**src/inc/rtsp_consts.svh**
```systemverilog
// Offsets, field positions and timing counts for the status pin 1 selector
`ifndef RTSP_CONSTS_SVH
`define RTSP_CONSTS_SVH
`define RTSP_OFS_HSYNC_BEGIN 8'h06
`define RTSP_OFS_HSYNC_STOP 8'h07
`define RTSP_OFS_SIG_CTRL 8'h11
`define RTSP_OFS_PIN1_SELECT 8'h12
`define RTSP_OFS_OUT_CTRL 8'h13
`define RTSP_OFS_VERT_GATE_WINDOW_START 8'h15
`define RTSP_OFS_VERT_GATE_WINDOW_STOP 8'h16
`define RTSP_OFS_VERT_GATE_WINDOW_MSB 8'h17
`define RTSP_SEL_LSB 4
`define RTSP_POL_BIT 6
`define RTSP_HOR_SYNC_FINE_DELAY_LSB 4
`define RTSP_LOCKSEL_BIT 3
`define RTSP_VSTA8_BIT 0
`define RTSP_VSTO8_BIT 1
`define RTSP_VERT_GATE_POS_SHIFT_BIT 2
`define RTSP_REG_RESET 8'h00
`define RTSP_LLC_PER_PIXEL 2
`define RTSP_ACTIVE_PIXELS 720
`define RTSP_LINE_CLOCKS 1728
`define RTSP_LINE_CLOCKS_W 11
`define RTSP_ACTIVE_START 11'h118
`define RTSP_HSYNC_STEP_SHIFT 3
`define RTSP_HOR_SYNC_FINE_DELAY_STEP_SHIFT 1
`endif

```
**src/inc/rtsp_pkg.sv**
```systemverilog
// Types for the status pin 1 selector
package rtsp_pkg;
  typedef enum logic [3:0] {
    RTSP_SEL_HIZ = 4'h0,
    RTSP_SEL_LOW = 4'h1,
    RTSP_SEL_CLOCK_REF_FULL = 4'h2,
    RTSP_SEL_CLOCK_REF_HALF = 4'h3,
    RTSP_SEL_HLOCK = 4'h4,
    RTSP_SEL_VHLOCK = 4'h5,
    RTSP_SEL_FULLLOCK = 4'h6,
    RTSP_SEL_LINEREF = 4'h8,
    RTSP_SEL_HSYNC = 4'h9,
    RTSP_SEL_GATEDREF = 4'hA,
    RTSP_SEL_VSYNC = 4'hC,
    RTSP_SEL_VERT_GATE_WINDOW = 4'hD,
    RTSP_SEL_FIELD = 4'hF
  } rtsp_sel_t;
endpackage
```
**src/core/rtsp_line_timer.sv**
```systemverilog
// Line timing: clock references, active line reference and horizontal sync
`timescale 1ns/1ps
`default_nettype none
`include "rtsp_consts.svh"
module rtsp_line_timer #(
  parameter int LINE_CLOCKS = `RTSP_LINE_CLOCKS
) (
  input wire logic clk_sys,
  input wire logic reset,
  input wire logic [7:0] horSyncBegin,
  input wire logic [7:0] horSyncStop,
  input wire logic [1:0] horSyncFineDelay,
  output logic clockRefFull,
  output logic clockRefHalf,
  output logic activeLineRef,
  output logic horizSyncPulse
);
  localparam int CW = `RTSP_LINE_CLOCKS_W;
  logic [CW-1:0] linePos;
  logic [CW-1:0] hsBeginPos;
  logic [CW-1:0] hsStopPos;
  logic [CW-1:0] activeEnd;
  // ----------------------------------------
  // Line position counter
  // ----------------------------------------
  always_ff @(posedge clk_sys)
  begin
    if (reset || linePos == CW'(LINE_CLOCKS - 1))
      linePos <= '0;
    else
      linePos <= linePos + 1'b1;
  end
  // ----------------------------------------
  // Clock references
  // ----------------------------------------
  always_ff @(posedge clk_sys)
  begin
    if (reset)
    begin
      clockRefFull <= 1'b0;
      clockRefHalf <= 1'b0;
    end
    else
    begin
      clockRefFull <= ~clockRefFull;
      if (clockRefFull)
        clockRefHalf <= ~clockRefHalf;
    end
  end
  // ----------------------------------------
  // Active line reference and sync
  // ----------------------------------------
  assign activeEnd = `RTSP_ACTIVE_START + CW'(`RTSP_ACTIVE_PIXELS * `RTSP_LLC_PER_PIXEL);
  assign hsBeginPos = CW'({horSyncBegin, 3'b000}) + CW'({horSyncFineDelay, 1'b0});
  assign hsStopPos = CW'({horSyncStop, 3'b000}) + CW'({horSyncFineDelay, 1'b0});
  always_ff @(posedge clk_sys)
  begin
    if (reset)
    begin
      activeLineRef <= 1'b0;
      horizSyncPulse <= 1'b0;
    end
    else
    begin
      // Runs on every line, blanking included
      activeLineRef <= (linePos >= `RTSP_ACTIVE_START) && (linePos < activeEnd);
      if (linePos == hsBeginPos)
        horizSyncPulse <= 1'b1;
      else if (linePos == hsStopPos)
        horizSyncPulse <= 1'b0;
    end
  end
endmodule
`default_nettype wire

```
**src/core/rtsp_pin1_select.sv**
```systemverilog
// Status pin 1 source selector with its control registers
//
// What this block does
// - Select field 12h[7:4] picks the source; 0 floats, 1 drives low.
// - Code 2 drives the full-rate 13.5 MHz toggling clock reference.
// - Code 3 drives the half-rate 6.75 MHz toggling clock reference.
// - Code 4 drives horizontal lock: high locked, low unlocked.
// - Code 5 drives high only with vertical and horizontal lock.
// - Code 6 drives high only with both locks and colour detected.
// - Code 8 drives active line reference, high over 720 valid pixels.
// - Active line reference keeps running through vertical blanking.
// - Code 9 drives horizontal sync, begin and stop in eight-clock steps.
// - Horizontal sync shifts by two-clock steps from a 2-bit fine delay.
// - Code 10 drives active line reference ANDed with vertical gate.
// - Code 12 drives vertical sync pulse.
// - Code 13 drives vertical gate from 9-bit start, stop and shift bit.
// - Code 15 drives field identifier placed by the gate start value.
// - Polarity bit inverts whatever source reaches the pin.
// - Lock select bit picks standard or fast horizontal lock indicator.
`timescale 1ns/1ps
`default_nettype none
`include "rtsp_consts.svh"
module rtsp_pin1_select #(
  parameter int LINE_CLOCKS = `RTSP_LINE_CLOCKS
) (
  input wire logic clk_sys,
  input wire logic reset,
  input wire logic regWrite,
  input wire logic [7:0] regAddr,
  input wire logic [7:0] regWriteData,
  output logic [7:0] regReadData,
  input wire logic horizLockStd,
  input wire logic horizLockFast,
  input wire logic vertLock,
  input wire logic colourDetected,
  input wire logic lineStart,
  input wire logic fieldOdd,
  input wire logic vertSyncPulse,
  output logic rtStatusPin1Out,
  output logic rtStatusPin1Oe
);
  logic [7:0] horSyncBeginReg;
  logic [7:0] horSyncStopReg;
  logic [7:0] sigCtrlReg;
  logic [7:0] pinSelectReg;
  logic [7:0] outCtrlReg;
  logic [7:0] vgateStartReg;
  logic [7:0] vgateStopReg;
  logic [7:0] vgateMsbReg;
  logic clockRefFull;
  logic clockRefHalf;
  logic activeLineRef;
  logic horizSyncPulse;
  logic horizLockFlag;
  logic [8:0] vertGateStart;
  logic [8:0] vertGateStop;
  logic [8:0] lineCount;
  logic vertGateWindow;
  logic fieldIdentifier;
  logic next_pinLevel;
  logic next_pinDrive;
  rtsp_pkg::rtsp_sel_t selCode;
  // ----------------------------------------
  // Control registers
  // ----------------------------------------
  always_ff @(posedge clk_sys)
  begin
    if (reset)
    begin
      horSyncBeginReg <= `RTSP_REG_RESET;
      horSyncStopReg <= `RTSP_REG_RESET;
      sigCtrlReg <= `RTSP_REG_RESET;
      pinSelectReg <= `RTSP_REG_RESET;
      outCtrlReg <= `RTSP_REG_RESET;
      vgateStartReg <= `RTSP_REG_RESET;
      vgateStopReg <= `RTSP_REG_RESET;
      vgateMsbReg <= `RTSP_REG_RESET;
    end
    else if (regWrite)
    begin
      case (regAddr)
        `RTSP_OFS_HSYNC_BEGIN: horSyncBeginReg <= regWriteData;
        `RTSP_OFS_HSYNC_STOP: horSyncStopReg <= regWriteData;
        `RTSP_OFS_SIG_CTRL: sigCtrlReg <= regWriteData;
        `RTSP_OFS_PIN1_SELECT: pinSelectReg <= regWriteData;
        `RTSP_OFS_OUT_CTRL: outCtrlReg <= regWriteData;
        `RTSP_OFS_VERT_GATE_WINDOW_START: vgateStartReg <= regWriteData;
        `RTSP_OFS_VERT_GATE_WINDOW_STOP: vgateStopReg <= regWriteData;
        `RTSP_OFS_VERT_GATE_WINDOW_MSB: vgateMsbReg <= regWriteData;
        default: ;
      endcase
    end
  end
  // ----------------------------------------
  // Register read back
  // ----------------------------------------
  always_ff @(posedge clk_sys)
  begin
    if (reset)
      regReadData <= 8'h00;
    else
    begin
      case (regAddr)
        `RTSP_OFS_HSYNC_BEGIN: regReadData <= horSyncBeginReg;
        `RTSP_OFS_HSYNC_STOP: regReadData <= horSyncStopReg;
        `RTSP_OFS_SIG_CTRL: regReadData <= sigCtrlReg;
        `RTSP_OFS_PIN1_SELECT: regReadData <= pinSelectReg;
        `RTSP_OFS_OUT_CTRL: regReadData <= outCtrlReg;
        `RTSP_OFS_VERT_GATE_WINDOW_START: regReadData <= vgateStartReg;
        `RTSP_OFS_VERT_GATE_WINDOW_STOP: regReadData <= vgateStopReg;
        `RTSP_OFS_VERT_GATE_WINDOW_MSB: regReadData <= vgateMsbReg;
        default: regReadData <= 8'h00;
      endcase
    end
  end
  // ----------------------------------------
  // Line timing
  // ----------------------------------------
  rtsp_line_timer #(
    .LINE_CLOCKS(LINE_CLOCKS)
  ) u_line_timer (
    .clk_sys(clk_sys),
    .reset(reset),
    .horSyncBegin(horSyncBeginReg),
    .horSyncStop(horSyncStopReg),
    .horSyncFineDelay(sigCtrlReg[`RTSP_HOR_SYNC_FINE_DELAY_LSB +: 2]),
    .clockRefFull(clockRefFull),
    .clockRefHalf(clockRefHalf),
    .activeLineRef(activeLineRef),
    .horizSyncPulse(horizSyncPulse)
  );
  // ----------------------------------------
  // Vertical gate and field identifier
  // ----------------------------------------
  assign vertGateStart = {vgateMsbReg[`RTSP_VSTA8_BIT], vgateStartReg};
  assign vertGateStop = {vgateMsbReg[`RTSP_VSTO8_BIT], vgateStopReg};
  always_ff @(posedge clk_sys)
  begin
    if (reset || vertSyncPulse)
      lineCount <= 9'h000;
    else if (lineStart)
      lineCount <= lineCount + 9'h001;
  end
  always_ff @(posedge clk_sys)
  begin
    if (reset)
    begin
      vertGateWindow <= 1'b0;
      fieldIdentifier <= 1'b0;
    end
    else
    begin
      // Shift bit moves the gate edges one line earlier in the odd field
      if (lineStart && (lineCount + 9'(vgateMsbReg[`RTSP_VERT_GATE_POS_SHIFT_BIT] & fieldOdd)) == vertGateStart)
        vertGateWindow <= 1'b1;
      else if (lineStart && (lineCount + 9'(vgateMsbReg[`RTSP_VERT_GATE_POS_SHIFT_BIT] & fieldOdd)) == vertGateStop)
        vertGateWindow <= 1'b0;
      if (lineStart && lineCount == vertGateStart)
        fieldIdentifier <= fieldOdd;
    end
  end
  // ----------------------------------------
  // Source selection
  // ----------------------------------------
  assign selCode = rtsp_pkg::rtsp_sel_t'(pinSelectReg[`RTSP_SEL_LSB +: 4]);
  assign horizLockFlag = outCtrlReg[`RTSP_LOCKSEL_BIT] ? horizLockFast : horizLockStd;
  always_comb
  begin
    next_pinDrive = 1'b1;
    case (selCode)
      rtsp_pkg::RTSP_SEL_HIZ: begin next_pinLevel = 1'b0; next_pinDrive = 1'b0; end
      rtsp_pkg::RTSP_SEL_LOW: next_pinLevel = 1'b0;
      rtsp_pkg::RTSP_SEL_CLOCK_REF_FULL: next_pinLevel = clockRefFull;
      rtsp_pkg::RTSP_SEL_CLOCK_REF_HALF: next_pinLevel = clockRefHalf;
      rtsp_pkg::RTSP_SEL_HLOCK: next_pinLevel = horizLockFlag;
      rtsp_pkg::RTSP_SEL_VHLOCK: next_pinLevel = horizLockFlag & vertLock;
      rtsp_pkg::RTSP_SEL_FULLLOCK: next_pinLevel = horizLockFlag & vertLock & colourDetected;
      rtsp_pkg::RTSP_SEL_LINEREF: next_pinLevel = activeLineRef;
      rtsp_pkg::RTSP_SEL_HSYNC: next_pinLevel = horizSyncPulse;
      rtsp_pkg::RTSP_SEL_GATEDREF: next_pinLevel = activeLineRef & vertGateWindow;
      rtsp_pkg::RTSP_SEL_VSYNC: next_pinLevel = vertSyncPulse;
      rtsp_pkg::RTSP_SEL_VERT_GATE_WINDOW: next_pinLevel = vertGateWindow;
      rtsp_pkg::RTSP_SEL_FIELD: next_pinLevel = fieldIdentifier;
      default: begin next_pinLevel = 1'b0; next_pinDrive = 1'b0; end
    endcase
  end
  // ----------------------------------------
  // Pin output stage
  // ----------------------------------------
  always_ff @(posedge clk_sys)
  begin
    if (reset)
    begin
      rtStatusPin1Out <= 1'b0;
      rtStatusPin1Oe <= 1'b0;
    end
    else
    begin
      rtStatusPin1Out <= next_pinLevel ^ sigCtrlReg[`RTSP_POL_BIT];
      rtStatusPin1Oe <= next_pinDrive;
    end
  end
endmodule
`default_nettype wire

```
**config.mk**
```make
export PLATFORM = sky130hd
export DESIGN_NAME = rtsp_pin1_select
export DESIGN_NICKNAME = d
export VERILOG_FILES = /design/src/inc/rtsp_pkg.sv /design/src/core/rtsp_line_timer.sv /design/src/core/rtsp_pin1_select.sv
export VERILOG_INCLUDE_DIRS = /design/src /design/src/inc
export SDC_FILE = /design/constraint.sdc
export NUM_CORES = 1
export LEC_CHECK = 0
export ABC_AREA = 1
export CORE_MARGIN = 10
export CORE_UTILIZATION = 37
export DETAILED_ROUTE_END_ITERATION = 7
export DONT_BUFFER_PORTS = 1
export GPL_TIMING_DRIVEN = 0
export SLEW_MARGIN = 5
export SYNTH_ARGS = -nofsm -noshare
export SYNTH_HDL_FRONTEND = slang
export SYNTH_SLANG_ARGS = --single-unit
```
**constraint.sdc**
```tcl
create_clock -name clk_sys -period 1.8 [get_ports clk_sys]
set_input_delay 0.36 -clock clk_sys [delete_from_list [all_inputs] [get_ports clk_sys]]
set_output_delay 0.36 -clock clk_sys [all_outputs]
set_load 0.005 [all_outputs]
```
# ---- After elaboration in Yosys (flattened, before gate mapping)
# Cells that the tools add are included.
dict set report op_classes {
  n_addsub 5
  n_lt_le_gt_ge 2
  n_eq_ne 26
  n_mux 8
  n_bitwise 7
  n_reduce_logical 17
}
# op count
set ops {}
lappend ops {{8-bit case mux with 8 select lines} 1}
lappend ops {{8-bit by 5-bit == test with 1-bit output, second input constant} 6}
lappend ops {{9-bit == test} 3}
lappend ops {{4-bit == test, second input constant} 6}
lappend ops {{11-bit by 3-bit adder with 11-bit output} 2}
lappend ops {{11-bit == test} 2}
lappend ops {{8-bit by 3-bit == test with 1-bit output, second input constant} 2}
lappend ops {{2-bit AND reduction} 8}
lappend ops {{4-bit by 3-bit == test with 1-bit output, second input constant} 3}
lappend ops {{12-bit OR reduction} 1}
lappend ops {{11-bit by 1-bit adder with 11-bit output, second input constant} 1}
lappend ops {{11-bit == test, second input constant} 1}
lappend ops {{11-bit by 9-bit greater-or-equal comparator with 1-bit output, second input constant} 1}
lappend ops {{11-bit less-than comparator, second input constant} 1}
lappend ops {{1-bit case mux with 11 select lines} 1}
lappend ops {{9-bit by 1-bit adder with 9-bit output} 1}
lappend ops {{9-bit by 1-bit adder with 9-bit output, second input constant} 1}
lappend ops {{4-bit by 2-bit == test with 1-bit output, second input constant} 2}
lappend ops {{1-bit 2-to-1 mux} 6}
lappend ops {{1-bit bitwise AND} 4}
lappend ops {{4-bit by 1-bit == test with 1-bit output, second input constant} 1}
lappend ops {{1-bit logical AND} 4}
lappend ops {{2-bit nonzero test} 2}
lappend ops {{1-bit logical OR} 2}
lappend ops {{other kinds (2)} 3}
dict set report word_totals {
  register_bits 100
  inputBits 26
  output_inout_bits 10
}

# ---- Depth between registers and ports, before layout
dict set report depth {
  word_depth 6
  mapped_depth 15
  mapped_depth_nobuf 15
}

# ---- Cells and area by module
# From an unflattened synthesis, not the netlist that was laid out.
dict set report unflattened {
  cells_unflattened 765
  area_unflattened_um2 5273.8
}
# module instances cells_per_inst area_per_inst_um2 seq_area_each_um2
set modules_own_cells {}
lappend modules_own_cells {rtsp_pin1_select 1 625 4316.6 1701.6}
lappend modules_own_cells {rtsp_line_timer 1 140 957.2 300.3}

# ---- Least setup slack after synthesis
# Ideal clock, no wire load.
dict set report synth_timing {
  kind {input -> register}
  from {in fieldOdd}
  to {reg vertGateWindow}
  arrival_ns 1.646
  required_time_ns 1.734
  path_slack_ns 0.088
  cell_stages 12
  path_buffers 0
  path_cell_list {nand2_1 inv_1 ha_1 ha_1 inv_1 nand2_1 nand2_1 xor2_1 nand4_2 nor2_2 nand2_1 a21oi_2}
}
dict set report synth_via {
  elab_chain_cells 5
}
# element line
set synth_lines {}
lappend synth_lines {{start: declaration} rtsp_pin1_select.sv:37} ;# input wire logic fieldOdd,
lappend synth_lines {{1-bit bitwise AND (*)} {rtsp_pin1_select.sv:154, rtsp_pin1_select.sv:156}}
lappend synth_lines {{9-bit by 1-bit adder with 9-bit output (*)} {rtsp_pin1_select.sv:154, rtsp_pin1_select.sv:156}}
lappend synth_lines {{9-bit == test, on equally long branches} {rtsp_pin1_select.sv:154, rtsp_pin1_select.sv:156}}
lappend synth_lines {{1-bit logical AND, on equally long branches} {rtsp_pin1_select.sv:154, rtsp_pin1_select.sv:156}}
lappend synth_lines {{1-bit 2-to-1 mux or 2-bit nonzero test (tied branches)} -}
lappend synth_lines {{end signal: assignment} rtsp_pin1_select.sv:148} ;# vertGateWindow <= 1'b0;
lappend synth_lines {{end signal: assignment} rtsp_pin1_select.sv:155} ;# vertGateWindow <= 1'b1;
lappend synth_lines {{end signal: assignment} rtsp_pin1_select.sv:157} ;# vertGateWindow <= 1'b0;
lappend synth_lines {{end: declaration} rtsp_pin1_select.sv:58} ;# logic vertGateWindow;
# Mark *: on every way between the ends. The rest lies on a longest branch, timed or not.
# A chain may end at the register's enable or synchronous reset.

# ---- Worst setup path in the final report
dict set report layout_timing {
  from {reg vgateMsbReg[2]}
  to {reg vertGateWindow}
}
dict set report layout_via {
  elab_chain_cells 5
}
# element line
set layout_lines {}
lappend layout_lines {{start: declaration} rtsp_pin1_select.sv:49} ;# logic [7:0] vgateMsbReg;
lappend layout_lines {{start signal: assignment} rtsp_pin1_select.sv:77} ;# vgateMsbReg <= `RTSP_REG_RESET;
lappend layout_lines {{start signal: assignment} rtsp_pin1_select.sv:89} ;# `RTSP_OFS_VERT_GATE_WINDOW_MSB: vgateMsbReg <= regWriteData;
lappend layout_lines {{1-bit bitwise AND (*)} {rtsp_pin1_select.sv:154, rtsp_pin1_select.sv:156}}
lappend layout_lines {{9-bit by 1-bit adder with 9-bit output (*)} {rtsp_pin1_select.sv:154, rtsp_pin1_select.sv:156}}
lappend layout_lines {{9-bit == test, on equally long branches} {rtsp_pin1_select.sv:154, rtsp_pin1_select.sv:156}}
lappend layout_lines {{1-bit logical AND, on equally long branches} {rtsp_pin1_select.sv:154, rtsp_pin1_select.sv:156}}
lappend layout_lines {{1-bit 2-to-1 mux or 2-bit nonzero test (tied branches)} -}
# Marked as above.

==> run summary <==
Synth Instances: 712
Max Freq: 570.5 MHz
CTS max path bufs: 2
Vias: 4,779
Relative slew slack: 56.87%
Fill cells: 1,403
Busiest layer in global routing: met2
Die Ht: 137.1 um
# nets final: 755
DRC violations left: 0
Critical path peak fanout: 3
GRT Total Usage: 16.30%
Avg Cell Area, Syn: 7.131 sq um
Layout cells sized above 1: 10.56%
Max-Cap Viols: 0
Crit path DAT: 2.00 ns
I/O Pins: 36
Worst Hold Class: in2reg
Total gr overflow: 0
Sink Count: 100
Final HPWL DP: 11,290 um
Main synth FF type: dfxtp_1
GPL Wtd Cong: 0.9520
Initial Utilization: 38.04%
Lkg Pwr: 0.002088 uW
Library cells used by synthesis: 38
Seq/Total Area, Yosys: 39.43%
Crit start category: flop
Setup tns final: 0 ns
Htree depth: 3
Final hold vios: 0
Period utilization: 97.39%
First-pass GRT wire length: 23,840 um
Area leader, netlist: dfxtp_1
Final number of setup-violating endpoints: 0
Iteration-0 DRC Markers: 404
Initial antenna violation count: 0
EDFF count, synth: 0
GRT met2 Usage: 25.11%
Outcome: completed
Mapped Area: 0.005077 sq mm
Routed WL: 14,940 um
P per Cell Area: 797.8 mW/mm^2
Kind of critical path: reg2reg
Number of CTS-inserted buffers: 9
Detail Route Antenna Nets: 0
Synth area leaders: dfxtp_1 (39%), a21oi_1 (8.5%), inv_1 (7.7%)
Slew Limit Fails: 0
DIE AREA: 0.01881 sq mm
Critical path required time: 2.05 ns
Largest net degree at the start of global routing: 18
CTS tree: built
FF+latch area: 0.002004 sq mm
Syn_nets: 743
Area of the multi-input gates: 0.002581 sq mm
Least-Margin Pin Slew: 0.6469 ns
Area Overhead vs Synth: 11.36%
DRT Pass-1 Iters: 5
Met3 Track Usage GR: 3.519%
Vias in the first global route: 4,602
Power, Total: 4511 uW
Via/cell ratio: 5.281
Setup crit end kind: flop
Cell row count: 42
Fin crit period: 1.753 ns
Ant. Diodes: 0
Wirelength per Cell: 16.51 um
FFs w/ async S/R, synth: 0%
WHS: 0.06482 ns
Clk_lat worst skew: 0.36 ns
Register bit total from synthesis: 100
VDD IR-drop max: 0.0004114 V
Area fraction of the dominant cell type after synthesis: 39.43%
Yosys warnings: 0
DP Area: 0.005298 sq mm
Root Buffer: clkbuf_16
Die width: 137.1 um
Clk pin slew, worst setup/hold paths: 0.07 ns
Met1 global-route usage: 21.58%
Core ar.: 0.01335 sq mm
Post-route cell area: 0.005654 sq mm
RSZ-0062 raised after global routing: true
Post-route clock skew: 0.01087 ns
Port Buffers: 0
==> state kept, by name, summed over array words and instances (netlist names), 8 cells and up <==
| register | count |
|---|---|
| sigCtrlReg | 8 |
| horSyncBeginReg | 8 |
| regReadData | 8 |
| vgateMsbReg | 8 |
| horSyncStopReg | 8 |
| outCtrlReg | 8 |
| pinSelectReg | 8 |
| u_line_timer.linePos | 11 |
| vgateStartReg | 8 |
| lineCount | 9 |
| vgateStopReg | 8 |
==> synthesized netlist by cell type (2+ instances only) <==
library cell / instances
xor2_1: 26
nor3_2: 2
a211oi_1: 10
o21ai_1: 3
ha_1: 5
buf_4: 3
nor2_2: 5
clkbuf_1: 10
nand2_2: 8
dfxtp_1: 100
nor4_1: 4
inv_2: 2
nand3_1: 25
nor2_1: 65
or2_2: 2
nor3_1: 14
buf_2: 11
nand3_2: 5
o21ai_0: 69
nand2_1: 97
a21oi_1: 86
o22ai_1: 28
inv_1: 104
nor2_4: 4
xnor2_1: 5
nand4_1: 7
==> cell families (layout without fill, tap and decap cells) <==
| group | after synthesis | count (layout) | share of synthesized area, % |
|---|---|---|---|
| simple gates | 242 | 242 | 22.13 |
| fa+ha+maj | 5 | 5 | 1.232 |
| buf+inv | 133 | 150 | 10.50 |
| compound gates | 201 | 201 | 21.37 |
| flops | 100 | 100 | 39.43 |
| xor+xnor | 31 | 31 | 5.347 |
==> power by group <==
group,internal [uW],switching (uW)
Combinational,65.6,128
Clock,1130,930
Sequential,2230,23.0
Total,3430,1080
==> per-stage QoR <==
stage	cells	utilization (%)	setup slack, ns
finish	905	42.36	0.04701
global route	905	42.36	-0.09034
CTS	904	42.14	0.01472
detailed placement	888	39.69	-0.1200
global placement	888	39.69	-0.1320
floorplan	712	-	0.08826
==> area by class of cell <==
cell class / count / area share [%]
plain buffers: 27 / 2.390
clock buffers: 10 / 4.227
clock inverters: 6 / 1.217
inverters: 106 / 7.037
multi-input cells: 479 / 45.65
flip-flops and latches: 100 / 35.45
well taps: 176 / 3.895
repair buffers: 1 / 0.1328
==> critical path, stage by stage, from the launching register on <==
cell and delay (ns):
dfxtp_2 0.33, nand2_2 0.06, inv_2 0.04, ha_4 0.16, ha_4 0.27, inv_2 0.04, a21oi_2 0.11, nand3_1 0.10
nor2_2 0.12, nand3_1 0.09, nor2_1 0.11, nand3_1 0.08, nand2_1 0.08, a21oi_2 0.05
==> per-layer routing <==
layer / vias up / part of all wire (%)
li1: 2377 / -
met1: 2220 / 46
met2: 158 / 45
met3: 24 / 6.5
met4: 0 / 2.4
met5: - / 0
==> final timing paths <==
kind / from / to / slack, ns / cells after the start
worst max-delay path: vgateMsbReg[2] / vertGateWindow / 0.05 / 13
worst min register to register: outCtrlReg[6] / outCtrlReg[6] / 0.45 / 2
worst max register to register: vgateMsbReg[2] / vertGateWindow / 0.05 / 13
worst min-delay path: reset / vgateStartReg[7] / 0.06 / 1
==> cell usage in the layout (no fill, tap or decap), types with 2 or more instances in the layout <==
cell type	instances
dfxtp_2	2
nand2_2	10
nand4_1	7
nor2_1	63
clkbuf_16	9
buf_2	11
nor2_4	4
ha_1	3
clkinv_2	2
nor4_1	4
xor2_1	26
inv_1	101
o21ai_1	3
nand3_1	25
a211oi_1	10
nor3_1	14
clkbuf_1	10
buf_4	4
xnor2_1	5
a21oi_2	2
or2_2	2
nor2_2	7
nand2_1	95
a21oi_1	85
o22ai_1	28
inv_6	2
o21ai_0	69
dfxtp_1	98
nor3_2	2
nand3_2	5
ha_4	2
inv_2	5
==> what timing repair did <==
item / CTS / global route
pin swaps: 1 / 8
hold buffers: 0 / 0
setup endpoints to repair: 1 / 1
endpoints found under the hold margin: 0 / 0
buffers inserted: 0 / 1
resized for setup: 6 / 8
Note: power is estimated with default switching activity, not from simulation.
